--- config.mk ---
export PLATFORM = sky130hd
export DESIGN_NAME = rg3_regs
export DESIGN_NICKNAME = d
export VERILOG_FILES = /design/src/rg3_pkg.sv /design/src/rg3_regbus_if.sv /design/src/rg3_regs.sv /design/src/rg3_axil_slave.sv /design/src/rg3_out_decode.sv
export SDC_FILE = /design/constraint.sdc
export NUM_CORES = 1
export LEC_CHECK = 0
export BUFFER_PORTS_ARGS = -buffer_cell sky130_fd_sc_hd__buf_4
export CAP_MARGIN = 40
export CELL_PAD_IN_SITES_DETAIL_PLACEMENT = 0
export CELL_PAD_IN_SITES_GLOBAL_PLACEMENT = 1
export CORE_MARGIN = 3
export CORE_UTILIZATION = 37
export CTS_CLUSTER_SIZE = 14
export DETAILED_ROUTE_END_ITERATION = 10
export PLACE_DENSITY = 0.87
export SETUP_SLACK_MARGIN = 0.3
export SLEW_MARGIN = 20
export SYNTH_ARGS = -nofsm -noshare
export SYNTH_HDL_FRONTEND = slang
export SYNTH_SLANG_ARGS = --single-unit
export TNS_END_PERCENT = 10
--- constraint.sdc ---
create_clock -name clk -period 4.2 [get_ports clk]
set_input_delay 0.63 -clock clk [delete_from_list [all_inputs] [get_ports clk]]
set_output_delay 0.63 -clock clk [all_outputs]
set_load 0.05 [all_outputs]
--- src/rg3_pkg.sv ---
`default_nettype none
package rg3_pkg;
    // ----------------------------------------------------------------
    // Register map (index and byte address)
    // ----------------------------------------------------------------
    localparam int          ADDR_W      = 12;
    localparam logic [7:0]  CTRL_IDX    = 8'hce;
    localparam logic [7:0]  SEQ_IDX     = 8'hcf;
    localparam logic [7:0]  LP_IDX      = 8'hd0;
    localparam logic [7:0]  STAT_IDX    = 8'hd8;
    localparam logic [11:0] CTRL_ADDR   = {2'h0, CTRL_IDX, 2'h0};
    localparam logic [11:0] SEQ_ADDR    = {2'h0, SEQ_IDX, 2'h0};
    localparam logic [11:0] LP_ADDR     = {2'h0, LP_IDX, 2'h0};
    localparam logic [11:0] STAT_ADDR   = {2'h0, STAT_IDX, 2'h0};

    // ----------------------------------------------------------------
    // Field positions
    // ----------------------------------------------------------------
    localparam int SWI_BIT     = 14;
    localparam int OPFLT_BIT   = 10;
    localparam int VSEL_LSB    = 0;
    localparam int VCODE_W     = 5;
    localparam int FACT_LSB    = 14;
    localparam int EN_LSB      = 10;
    localparam int SD_LSB      = 6;
    localparam int SLOT_W      = 4;
    localparam int HMODE_LSB   = 12;
    localparam int HSRC_LSB    = 8;
    localparam int VIMG_LSB    = 0;
    localparam int ST_ON_BIT   = 0;
    localparam int ST_HIB_BIT  = 1;
    localparam int ST_DIS_BIT  = 2;
    localparam int ST_FLT_BIT  = 3;

    // ----------------------------------------------------------------
    // Writable masks and mask-option defaults
    // ----------------------------------------------------------------
    localparam logic [15:0] CTRL_MASK = 16'h441f;
    localparam logic [15:0] SEQ_MASK  = 16'hffc0;
    localparam logic [15:0] LP_MASK   = 16'h331f;
    localparam logic [15:0] CTRL_DEF  = 16'h001b;
    localparam logic [15:0] SEQ_DEF   = 16'h0000;
    localparam logic [15:0] LP_DEF    = 16'h001c;

    // ----------------------------------------------------------------
    // Codes
    // ----------------------------------------------------------------
    localparam logic [3:0]  SLOT_NONE   = 4'h0;
    localparam logic [3:0]  SLOT_ACTIVE = 4'hf;
    localparam logic [1:0]  FA_IGNORE   = 2'h0;
    localparam logic [1:0]  FA_REG      = 2'h1;
    localparam logic [1:0]  HB_IMAGE    = 2'h0;
    localparam logic [1:0]  HB_DISABLE  = 2'h1;
    localparam logic [1:0]  HS_REGBIT   = 2'h0;
    localparam logic [1:0]  HS_LP1      = 2'h1;
    localparam logic [1:0]  HS_LP2      = 2'h2;
    localparam logic [11:0] V_LOW_MV    = 12'd900;
    localparam logic [11:0] V_LOW_STEP  = 12'd50;
    localparam logic [11:0] V_HIGH_MV   = 12'd1800;
    localparam logic [11:0] V_HIGH_STEP = 12'd100;
    localparam logic [1:0]  RESP_OKAY   = 2'h0;
    localparam logic [1:0]  RESP_SLVERR = 2'h2;

    typedef enum logic {RG3_OFF, RG3_ON} rg3_state_t;
endpackage
`default_nettype wire

--- src/rg3_regbus_if.sv ---
`default_nettype none
interface rg3_regbus_if;
    logic        wr_en;
    logic [7:0]  wr_idx;
    logic [15:0] wr_data;
    logic [1:0]  wr_strb;
    logic        wr_hit;
    logic [7:0]  rd_idx;
    logic [15:0] rd_data;
    logic        rd_hit;
    modport slave (output wr_en, wr_idx, wr_data, wr_strb, rd_idx,
                   input  wr_hit, rd_data, rd_hit);
    modport core  (input  wr_en, wr_idx, wr_data, wr_strb, rd_idx,
                   output wr_hit, rd_data, rd_hit);
endinterface
`default_nettype wire

--- src/rg3_regs.sv ---
// The AXI4-Lite slave port is this design's own decision.
`default_nettype none
module rg3_regs
    import rg3_pkg::*;
#(
    parameter logic [15:0] CTRL_DEFAULT = CTRL_DEF,
    parameter logic [15:0] SEQ_DEFAULT  = SEQ_DEF,
    parameter logic [15:0] LP_DEFAULT   = LP_DEF
)
(
    input  wire logic              clk,
    input  wire logic              srst,
    input  wire logic [ADDR_W-1:0] s_axil_awaddr,
    input  wire logic              s_axil_awvalid,
    output logic                   s_axil_awready,
    input  wire logic [31:0]       s_axil_wdata,
    input  wire logic [3:0]        s_axil_wstrb,
    input  wire logic              s_axil_wvalid,
    output logic                   s_axil_wready,
    output logic [1:0]             s_axil_bresp,
    output logic                   s_axil_bvalid,
    input  wire logic              s_axil_bready,
    input  wire logic [ADDR_W-1:0] s_axil_araddr,
    input  wire logic              s_axil_arvalid,
    output logic                   s_axil_arready,
    output logic [31:0]            s_axil_rdata,
    output logic [1:0]             s_axil_rresp,
    output logic                   s_axil_rvalid,
    input  wire logic              s_axil_rready,
    input  wire logic              psm_restore,
    input  wire logic              startup_slot_pulse,
    input  wire logic              shutdown_slot_pulse,
    input  wire logic [3:0]        slot_number,
    input  wire logic              enter_active,
    input  wire logic              enter_off,
    input  wire logic              regulator_fault,
    input  wire logic              hibernate_reg_bit,
    input  wire logic              low_power_input_one,
    input  wire logic              low_power_input_two,
    input  wire logic              low_power_input_three,
    input  wire logic              others_all_disabled,
    output logic                   regulator_enable,
    output logic                   switch_mode_select,
    output logic                   discharge_enable,
    output logic [4:0]             applied_voltage_code,
    output logic [11:0]            applied_voltage_mv,
    output logic                   hibernating,
    output logic                   fault_irq,
    output logic                   system_shutdown_req
);
    // ----------------------------------------------------------------
    // Register storage
    // ----------------------------------------------------------------
    logic [15:0] ctrl_reg;
    logic [15:0] ctrl_next;
    logic [15:0] seq_reg;
    logic [15:0] seq_next;
    logic [15:0] lp_reg;
    logic [15:0] lp_next;
    logic        fault_seen_reg;
    logic        fault_seen_next;
    rg3_state_t  state_reg;
    rg3_state_t  state_next;
    logic        irq_reg;
    logic        sys_sd_reg;
    logic        out_on_reg;
    logic        swi_reg;
    logic        dis_reg;
    logic [4:0]  code_reg;
    logic [11:0] mv_reg;
    logic        hib_reg;

    rg3_regbus_if rb ();

    // ----------------------------------------------------------------
    // Bus slave
    // ----------------------------------------------------------------
    rg3_axil_slave u_slave (
        .clk            (clk),
        .srst           (srst),
        .s_axil_awaddr  (s_axil_awaddr),
        .s_axil_awvalid (s_axil_awvalid),
        .s_axil_awready (s_axil_awready),
        .s_axil_wdata   (s_axil_wdata),
        .s_axil_wstrb   (s_axil_wstrb),
        .s_axil_wvalid  (s_axil_wvalid),
        .s_axil_wready  (s_axil_wready),
        .s_axil_bresp   (s_axil_bresp),
        .s_axil_bvalid  (s_axil_bvalid),
        .s_axil_bready  (s_axil_bready),
        .s_axil_araddr  (s_axil_araddr),
        .s_axil_arvalid (s_axil_arvalid),
        .s_axil_arready (s_axil_arready),
        .s_axil_rdata   (s_axil_rdata),
        .s_axil_rresp   (s_axil_rresp),
        .s_axil_rvalid  (s_axil_rvalid),
        .s_axil_rready  (s_axil_rready),
        .rb             (rb)
    );

    // ----------------------------------------------------------------
    // Address decode and byte-lane merge
    // ----------------------------------------------------------------
    function automatic logic [15:0] merge(input logic [15:0] old_v,
                                          input logic [15:0] new_v,
                                          input logic [1:0]  strb,
                                          input logic [15:0] mask);
        logic [15:0] lanes;
        lanes = {{8{strb[1]}}, {8{strb[0]}}} & mask;
        merge = (old_v & ~lanes) | (new_v & lanes);
    endfunction

    wire hit_ctrl_w = rb.wr_en && (rb.wr_idx == CTRL_IDX);
    wire hit_seq_w  = rb.wr_en && (rb.wr_idx == SEQ_IDX);
    wire hit_lp_w   = rb.wr_en && (rb.wr_idx == LP_IDX);
    wire hit_stat_w = rb.wr_en && (rb.wr_idx == STAT_IDX);
    wire flt_clear  = hit_stat_w && rb.wr_strb[0] && rb.wr_data[ST_FLT_BIT];
    wire reload     = psm_restore;

    assign rb.wr_hit = (rb.wr_idx == CTRL_IDX) || (rb.wr_idx == SEQ_IDX) ||
                       (rb.wr_idx == LP_IDX) || (rb.wr_idx == STAT_IDX);
    assign rb.rd_hit = (rb.rd_idx == CTRL_IDX) || (rb.rd_idx == SEQ_IDX) ||
                       (rb.rd_idx == LP_IDX) || (rb.rd_idx == STAT_IDX);

    wire [15:0] stat_word = {12'h000, fault_seen_reg, dis_reg, hib_reg, out_on_reg};
    assign rb.rd_data = (rb.rd_idx == CTRL_IDX) ? ctrl_reg :
                        (rb.rd_idx == SEQ_IDX)  ? seq_reg  :
                        (rb.rd_idx == LP_IDX)   ? lp_reg   :
                        (rb.rd_idx == STAT_IDX) ? stat_word : 16'h0000;

    // ----------------------------------------------------------------
    // Field views
    // ----------------------------------------------------------------
    wire [1:0] fault_act  = seq_reg[FACT_LSB +: 2];
    wire [3:0] en_slot    = seq_reg[EN_LSB +: SLOT_W];
    wire [3:0] sd_slot    = seq_reg[SD_LSB +: SLOT_W];
    wire [1:0] hib_src    = lp_reg[HSRC_LSB +: 2];

    // Hibernate trigger selection
    wire hib_trig = (hib_src == HS_REGBIT) ? hibernate_reg_bit   :
                    (hib_src == HS_LP1)    ? low_power_input_one :
                    (hib_src == HS_LP2)    ? low_power_input_two :
                                             low_power_input_three;

    // Start-up: slots 1..14 on matching strobe, code 15 on active entry
    wire en_slot_ok = (en_slot != SLOT_NONE) && (en_slot != SLOT_ACTIVE);
    wire start_hit  = (startup_slot_pulse && en_slot_ok &&
                       (slot_number == en_slot)) ||
                      (enter_active && (en_slot == SLOT_ACTIVE));

    // Shutdown: slots 1..14 on matching strobe, any slot code at off entry
    wire sd_slot_ok = (sd_slot != SLOT_NONE) && (sd_slot != SLOT_ACTIVE);
    wire stop_hit   = (shutdown_slot_pulse && sd_slot_ok &&
                       (slot_number == sd_slot)) ||
                      enter_off;

    // Fault reaction
    wire fault_kill   = regulator_fault && (fault_act == FA_REG);
    wire fault_system = regulator_fault && (fault_act != FA_IGNORE) &&
                        (fault_act != FA_REG);

    // ----------------------------------------------------------------
    // Next-state logic
    // ----------------------------------------------------------------
    always_comb begin
        ctrl_next = hit_ctrl_w ? merge(ctrl_reg, rb.wr_data, rb.wr_strb, CTRL_MASK)
                               : ctrl_reg;
        seq_next  = hit_seq_w ? merge(seq_reg, rb.wr_data, rb.wr_strb, SEQ_MASK)
                              : seq_reg;
        lp_next   = hit_lp_w ? merge(lp_reg, rb.wr_data, rb.wr_strb, LP_MASK)
                             : lp_reg;
        if (reload) begin
            ctrl_next = CTRL_DEFAULT & CTRL_MASK;
            seq_next  = SEQ_DEFAULT & SEQ_MASK;
            lp_next   = LP_DEFAULT & LP_MASK;
        end
        // Set beats the clear in the same cycle
        fault_seen_next = regulator_fault || (fault_seen_reg && !flt_clear);
    end

    // Enable state sequencing
    always_comb begin
        state_next = state_reg;
        unique case (state_reg)
            RG3_OFF: begin
                if (start_hit && !fault_kill && !enter_off)
                    state_next = RG3_ON;
            end
            RG3_ON: begin
                if (stop_hit || fault_kill || reload)
                    state_next = RG3_OFF;
            end
        endcase
    end

    // ----------------------------------------------------------------
    // Output decode
    // ----------------------------------------------------------------
    wire        dec_on;
    wire        dec_swi;
    wire        dec_dis;
    wire [4:0]  dec_code;
    wire [11:0] dec_mv;

    rg3_out_decode u_decode (
        .ctrl           (ctrl_reg),
        .lp             (lp_reg),
        .enabled        (state_reg == RG3_ON),
        .hib_active     (hib_trig),
        .others_all_off (others_all_disabled),
        .output_on      (dec_on),
        .switch_mode    (dec_swi),
        .discharge_on   (dec_dis),
        .eff_code       (dec_code),
        .eff_mv         (dec_mv)
    );

    // ----------------------------------------------------------------
    // Registers
    // ----------------------------------------------------------------
    always_ff @(posedge clk) begin
        if (srst) begin
            ctrl_reg       <= CTRL_DEFAULT & CTRL_MASK;
            seq_reg        <= SEQ_DEFAULT & SEQ_MASK;
            lp_reg         <= LP_DEFAULT & LP_MASK;
            fault_seen_reg <= 1'b0;
            state_reg      <= RG3_OFF;
        end else begin
            ctrl_reg       <= ctrl_next;
            seq_reg        <= seq_next;
            lp_reg         <= lp_next;
            fault_seen_reg <= fault_seen_next;
            state_reg      <= state_next;
        end
    end

    // Registered outputs and event pulses
    always_ff @(posedge clk) begin
        if (srst) begin
            irq_reg    <= 1'b0;
            sys_sd_reg <= 1'b0;
            out_on_reg <= 1'b0;
            swi_reg    <= 1'b0;
            dis_reg    <= 1'b1;
            code_reg   <= 5'h00;
            mv_reg     <= 12'h000;
            hib_reg    <= 1'b0;
        end else begin
            irq_reg    <= regulator_fault;
            sys_sd_reg <= fault_system;
            out_on_reg <= dec_on;
            swi_reg    <= dec_swi;
            dis_reg    <= dec_dis;
            code_reg   <= dec_code;
            mv_reg     <= dec_mv;
            hib_reg    <= hib_trig;
        end
    end

    assign regulator_enable     = out_on_reg;
    assign switch_mode_select   = swi_reg;
    assign discharge_enable     = dis_reg;
    assign applied_voltage_code = code_reg;
    assign applied_voltage_mv   = mv_reg;
    assign hibernating          = hib_reg;
    assign fault_irq            = irq_reg;
    assign system_shutdown_req  = sys_sd_reg;
endmodule // rg3_regs
`default_nettype wire

--- src/rg3_axil_slave.sv ---
`default_nettype none
module rg3_axil_slave
    import rg3_pkg::*;
(
    input  wire logic              clk,
    input  wire logic              srst,
    input  wire logic [ADDR_W-1:0] s_axil_awaddr,
    input  wire logic              s_axil_awvalid,
    output logic                   s_axil_awready,
    input  wire logic [31:0]       s_axil_wdata,
    input  wire logic [3:0]        s_axil_wstrb,
    input  wire logic              s_axil_wvalid,
    output logic                   s_axil_wready,
    output logic [1:0]             s_axil_bresp,
    output logic                   s_axil_bvalid,
    input  wire logic              s_axil_bready,
    input  wire logic [ADDR_W-1:0] s_axil_araddr,
    input  wire logic              s_axil_arvalid,
    output logic                   s_axil_arready,
    output logic [31:0]            s_axil_rdata,
    output logic [1:0]             s_axil_rresp,
    output logic                   s_axil_rvalid,
    input  wire logic              s_axil_rready,
    rg3_regbus_if.slave            rb
);
    logic              aw_held_reg;
    logic              w_held_reg;
    logic [ADDR_W-1:0] awaddr_reg;
    logic [15:0]       wdata_reg;
    logic [1:0]        wstrb_reg;
    logic              bvalid_reg;
    logic [1:0]        bresp_reg;
    logic              rvalid_reg;
    logic [1:0]        rresp_reg;
    logic [15:0]       rdata_reg;
    wire               wr_fire;
    wire               rd_fire;
    wire               aw_top_ok;
    wire               ar_top_ok;

    // Handshake readies and register-port decode
    assign s_axil_awready = !aw_held_reg && !bvalid_reg;
    assign s_axil_wready  = !w_held_reg && !bvalid_reg;
    assign s_axil_arready = !rvalid_reg;
    assign wr_fire        = aw_held_reg && w_held_reg && !bvalid_reg;
    assign rd_fire        = s_axil_arvalid && !rvalid_reg;
    assign aw_top_ok      = (awaddr_reg[ADDR_W-1:10] == 2'h0);
    assign ar_top_ok      = (s_axil_araddr[ADDR_W-1:10] == 2'h0);
    assign rb.wr_en       = wr_fire && aw_top_ok;
    assign rb.wr_idx      = awaddr_reg[9:2];
    assign rb.wr_data     = wdata_reg;
    assign rb.wr_strb     = wstrb_reg;
    assign rb.rd_idx      = s_axil_araddr[9:2];
    assign s_axil_bvalid  = bvalid_reg;
    assign s_axil_bresp   = bresp_reg;
    assign s_axil_rvalid  = rvalid_reg;
    assign s_axil_rresp   = rresp_reg;
    assign s_axil_rdata   = {16'h0000, rdata_reg};

    // Write channel capture in either order, then response
    always_ff @(posedge clk) begin
        if (srst) begin
            aw_held_reg <= 1'b0;
            w_held_reg  <= 1'b0;
            awaddr_reg  <= '0;
            wdata_reg   <= 16'h0000;
            wstrb_reg   <= 2'h0;
            bvalid_reg  <= 1'b0;
            bresp_reg   <= RESP_OKAY;
        end else begin
            if (s_axil_awvalid && s_axil_awready) begin
                aw_held_reg <= 1'b1;
                awaddr_reg  <= s_axil_awaddr;
            end
            if (s_axil_wvalid && s_axil_wready) begin
                w_held_reg <= 1'b1;
                wdata_reg  <= s_axil_wdata[15:0];
                wstrb_reg  <= s_axil_wstrb[1:0];
            end
            if (wr_fire) begin
                aw_held_reg <= 1'b0;
                w_held_reg  <= 1'b0;
                bvalid_reg  <= 1'b1;
                bresp_reg   <= (aw_top_ok && rb.wr_hit) ? RESP_OKAY : RESP_SLVERR;
            end else if (bvalid_reg && s_axil_bready) begin
                bvalid_reg <= 1'b0;
            end
        end
    end

    // Read channel: data sampled at address acceptance
    always_ff @(posedge clk) begin
        if (srst) begin
            rvalid_reg <= 1'b0;
            rresp_reg  <= RESP_OKAY;
            rdata_reg  <= 16'h0000;
        end else if (rd_fire) begin
            rvalid_reg <= 1'b1;
            rresp_reg  <= (ar_top_ok && rb.rd_hit) ? RESP_OKAY : RESP_SLVERR;
            rdata_reg  <= (ar_top_ok && rb.rd_hit) ? rb.rd_data : 16'h0000;
        end else if (rvalid_reg && s_axil_rready) begin
            rvalid_reg <= 1'b0;
        end
    end
endmodule // rg3_axil_slave
`default_nettype wire

--- src/rg3_out_decode.sv ---
`default_nettype none
module rg3_out_decode
    import rg3_pkg::*;
(
    input  wire logic [15:0]        ctrl,
    input  wire logic [15:0]        lp,
    input  wire logic               enabled,
    input  wire logic               hib_active,
    input  wire logic               others_all_off,
    output logic                    output_on,
    output logic                    switch_mode,
    output logic                    discharge_on,
    output logic [VCODE_W-1:0]      eff_code,
    output logic [11:0]             eff_mv
);
    // Two-range voltage code to millivolts
    function automatic logic [11:0] code_to_mv(input logic [VCODE_W-1:0] c);
        logic [11:0] low;
        low = {8'h00, c[3:0]};
        if (c[VCODE_W-1])
            code_to_mv = V_HIGH_MV + 12'(V_HIGH_STEP * low);
        else
            code_to_mv = V_LOW_MV + 12'(V_LOW_STEP * low);
    endfunction

    wire [1:0] hib_mode   = lp[HMODE_LSB +: 2];
    wire       use_image  = hib_active && (hib_mode == HB_IMAGE);
    wire       hib_off    = hib_active && (hib_mode == HB_DISABLE);
    wire       floats_sel = ctrl[OPFLT_BIT];

    // Effective output state
    assign output_on    = enabled && !hib_off;
    assign switch_mode  = ctrl[SWI_BIT];
    assign discharge_on = !output_on && (!floats_sel || others_all_off);
    assign eff_code     = use_image ? lp[VIMG_LSB +: VCODE_W]
                                    : ctrl[VSEL_LSB +: VCODE_W];
    assign eff_mv       = switch_mode ? 12'h000 : code_to_mv(eff_code);
endmodule // rg3_out_decode
`default_nettype wire

==> out/results.txt <==
Peak supply drop = 0.180 mV
crit-path max FO = 6
gr usage total = 0.158
Multi-input gate area = 2390 µm²
Die Wd = 117 µm
vias in the first global route = 3482
Fill cells = 1153
initial antenna violation count = 0
# diodes = 0
Die Y = 117 µm
critical path launch point type = flip-flop
Worst Tran Pin Value = 0.695 ns
final worst path period share = 0.866
number of detailed-route iterations in the first pass = 5
top cells by area, synth = dfxtp_1 43%, nand2_1 7.2%, mux2i_1 6.4%, a21oi_1 4.9%, nor2_1 4.5%
number of buffers created by CTS = 9
Final nets = 703
drt drc = 0
vias per inst = 4.95
# clock sinks = 98
Setup Crit Path Kind = reg2reg
cts hold-fix bufs = 0
power density over the cells = 377 nW/µm²
syn_area_per_cell = 8.83 µm²
first-pass GRT wire length = 17.2 mm
RSZ-0062 raised after global routing = false
post-cts gate resize count = 0
sequential share of the synthesized area = 0.430
depth of the worst register-to-register path = 13
row count = 39
Die Area = 13700 µm²
largest net degree at the start of global routing = 64
Mapped Cells = 517
Clock Skew = 0.0101 ns
global route overflow = 0
HP Class = reg2reg
Core ar. = 11800 µm²
number of synthesized flops with an enable pin = 0
post-synth top area cell = dfxtp_1
H-tree level count = 3
gpl congestion = 0.812
initial drt markers = 265
signal arrival time at the worst endpoint = 3.85 ns
later-pin clock latency in the skew report = 0.34 ns
Synth Cell Area = 4570 µm²
Max clock buf depth = 2
initial core utilization = 0.388
status = complete, no violations
DR vias = 3870
Final min period = 3.64 ns
CTS tree = built
most common flop cell mapped by yosys = dfxtp_1
IO Port Bufs = 102
max frequency = 275 MHz
Slew HR = 0.537
drt wl/cell = 14.0 µm
Post-DRT Antenna Nets = 0
Post-CTS Repair Setup Buffers = 0
root buf cell = clkbuf_16
total wire length = 10.9 mm
Synth cell types = 60
Synth top area share = 0.430
Setup WS pre-CTS = 0.287 ns
Pleak = 2.46 nW
Yosys reg bits = 98
FF/Latch Area = 1960 µm²
TNS Setup = 0 ns
max-slew violation count = 0
hold path depth = 2
Setup crit end kind = flip-flop
Syn. warnings = 0
layout cell share with drive strength beyond 1 = 0.230
setup ws final = 0.564 ns
detailed placement HPWL = 8.25 mm
FFs w/ async S/R, synth = 0
clock-pin slew on the worst setup and hold paths = 0.07 ns
Layout area overhead = 24.6%
Setup-failing EPs final = 0
num ports = 146
final hold vios = 0
Max Cap Violations = 0
Worst EP required = 4.42 ns
## cells in the final DEF (no fill, tap or decap), types with 5 or more instances in the layout
cell type  Yosys  final
ha_1           7      7
inv_1          9      9
a22oi_1       13     13
xnor2_1       10     10
nand4_1        7      7
nand3_1        9      9
mux2i_1       29     29
conb_1         1     20
a22o_1         5      5
nor3_1        15     15
a21oi_1       45     45
mux2i_4        5      5
buf_4         20    105
xor2_1         5      5
nor2_1        55     55
o21ai_0        9      9
dfxtp_1       98     98
nand2_1       88     88
clkbuf_16      0      9
## routing by layer
metal  vias to the layer above  global-route usage  part of all wire
met5                         -                   0                 0
met4                         0              0.0673             0.019
met3                        18              0.0242             0.054
met2                       131               0.240              0.43
met1                      1777               0.224              0.50
li1                       1944                   -                 -
## Yosys cell counts (3+ instances only)
library cell	instances
dfxtp_1	98
nand2_1	88
nor2_1	55
a21oi_1	45
mux2i_1	29
buf_4	20
nor3_1	15
clkbuf_1	14
a22oi_1	13
xnor2_1	10
inv_1	9
nand3_1	9
o21ai_0	9
ha_1	7
nand4_1	7
a22o_1	5
mux2i_4	5
xor2_1	5
and2_1	4
and3_1	4
nand2b_1	4
buf_1	3
mux2_4	3
nor2b_1	3
nor4_1	3
or2_2	3
## worst max-delay path: stages (launching register included)
cell and delay [ns]:
dfxtp_1 0.44, mux2i_2 0.36, a2bb2oi_4 0.31, buf_12 0.15, mux2i_1 0.33, inv_1 0.14, ha_1 0.33, ha_1 0.21
ha_1 0.36, xnor2_1 0.16, a31oi_1 0.34, a21oi_2 0.07, xnor2_1 0.20, o211ai_1 0.12
## where the power goes
| group | internal (mW) | switching (mW) | total [mW] |
|---|---|---|---|
| logic | 0.129 | 0.238 | 0.367 |
| clock network | 0.440 | 0.348 | 0.788 |
| registers | 0.967 | 0.0227 | 0.990 |
## final timing paths
| check | from | endpoint | slack [ns] |
|---|---|---|---|
| setup / recovery | flip-flop | applied_voltage_mv[9] | 0.56 |
| hold / removal | u_slave.awaddr_reg[10] | u_slave.awaddr_reg[10] | 0.45 |
| setup reg to reg | flip-flop | applied_voltage_mv[9] | 0.56 |
| hold reg to reg | u_slave.awaddr_reg[10] | u_slave.awaddr_reg[10] | 0.45 |
## cell type report
cell class,instances,share of cell area
multi-input cells,388,0.419
inverters,9,0.00594
well taps,164,0.0361
clock buffers,12,0.0451
repair buffers,107,0.143
flip-flops and latches,98,0.345
clock inverters,4,0.00594
## cells by family (layout without fill, tap and decap cells)
logic type,count (synthesis),in the layout,synth area share
xor gates and xnor gates,15,15,0.0288
AOI/OAI and AO/OA,96,96,0.138
DFF,98,98,0.430
other,1,20,0.000821
and+or+nand+nor,211,211,0.215
buffers and inverters,50,132,0.0633
muxes,38,38,0.101
adders and majority gates,8,8,0.0236
## metrics by stage
stage	hold WS [ns]	std cells	cell area, µm²	power (mW)	util
floorplan	0.430	536	4640	1.28	-
global placement	0.440	763	5370	1.37	0.457
detailed placement	0.446	763	5370	1.37	0.457
CTS	0.456	779	5660	2.16	0.481
global route	0.487	782	5690	2.24	0.484
finish	0.454	782	5690	2.14	0.484
Power figures use the tool's default switching activity.
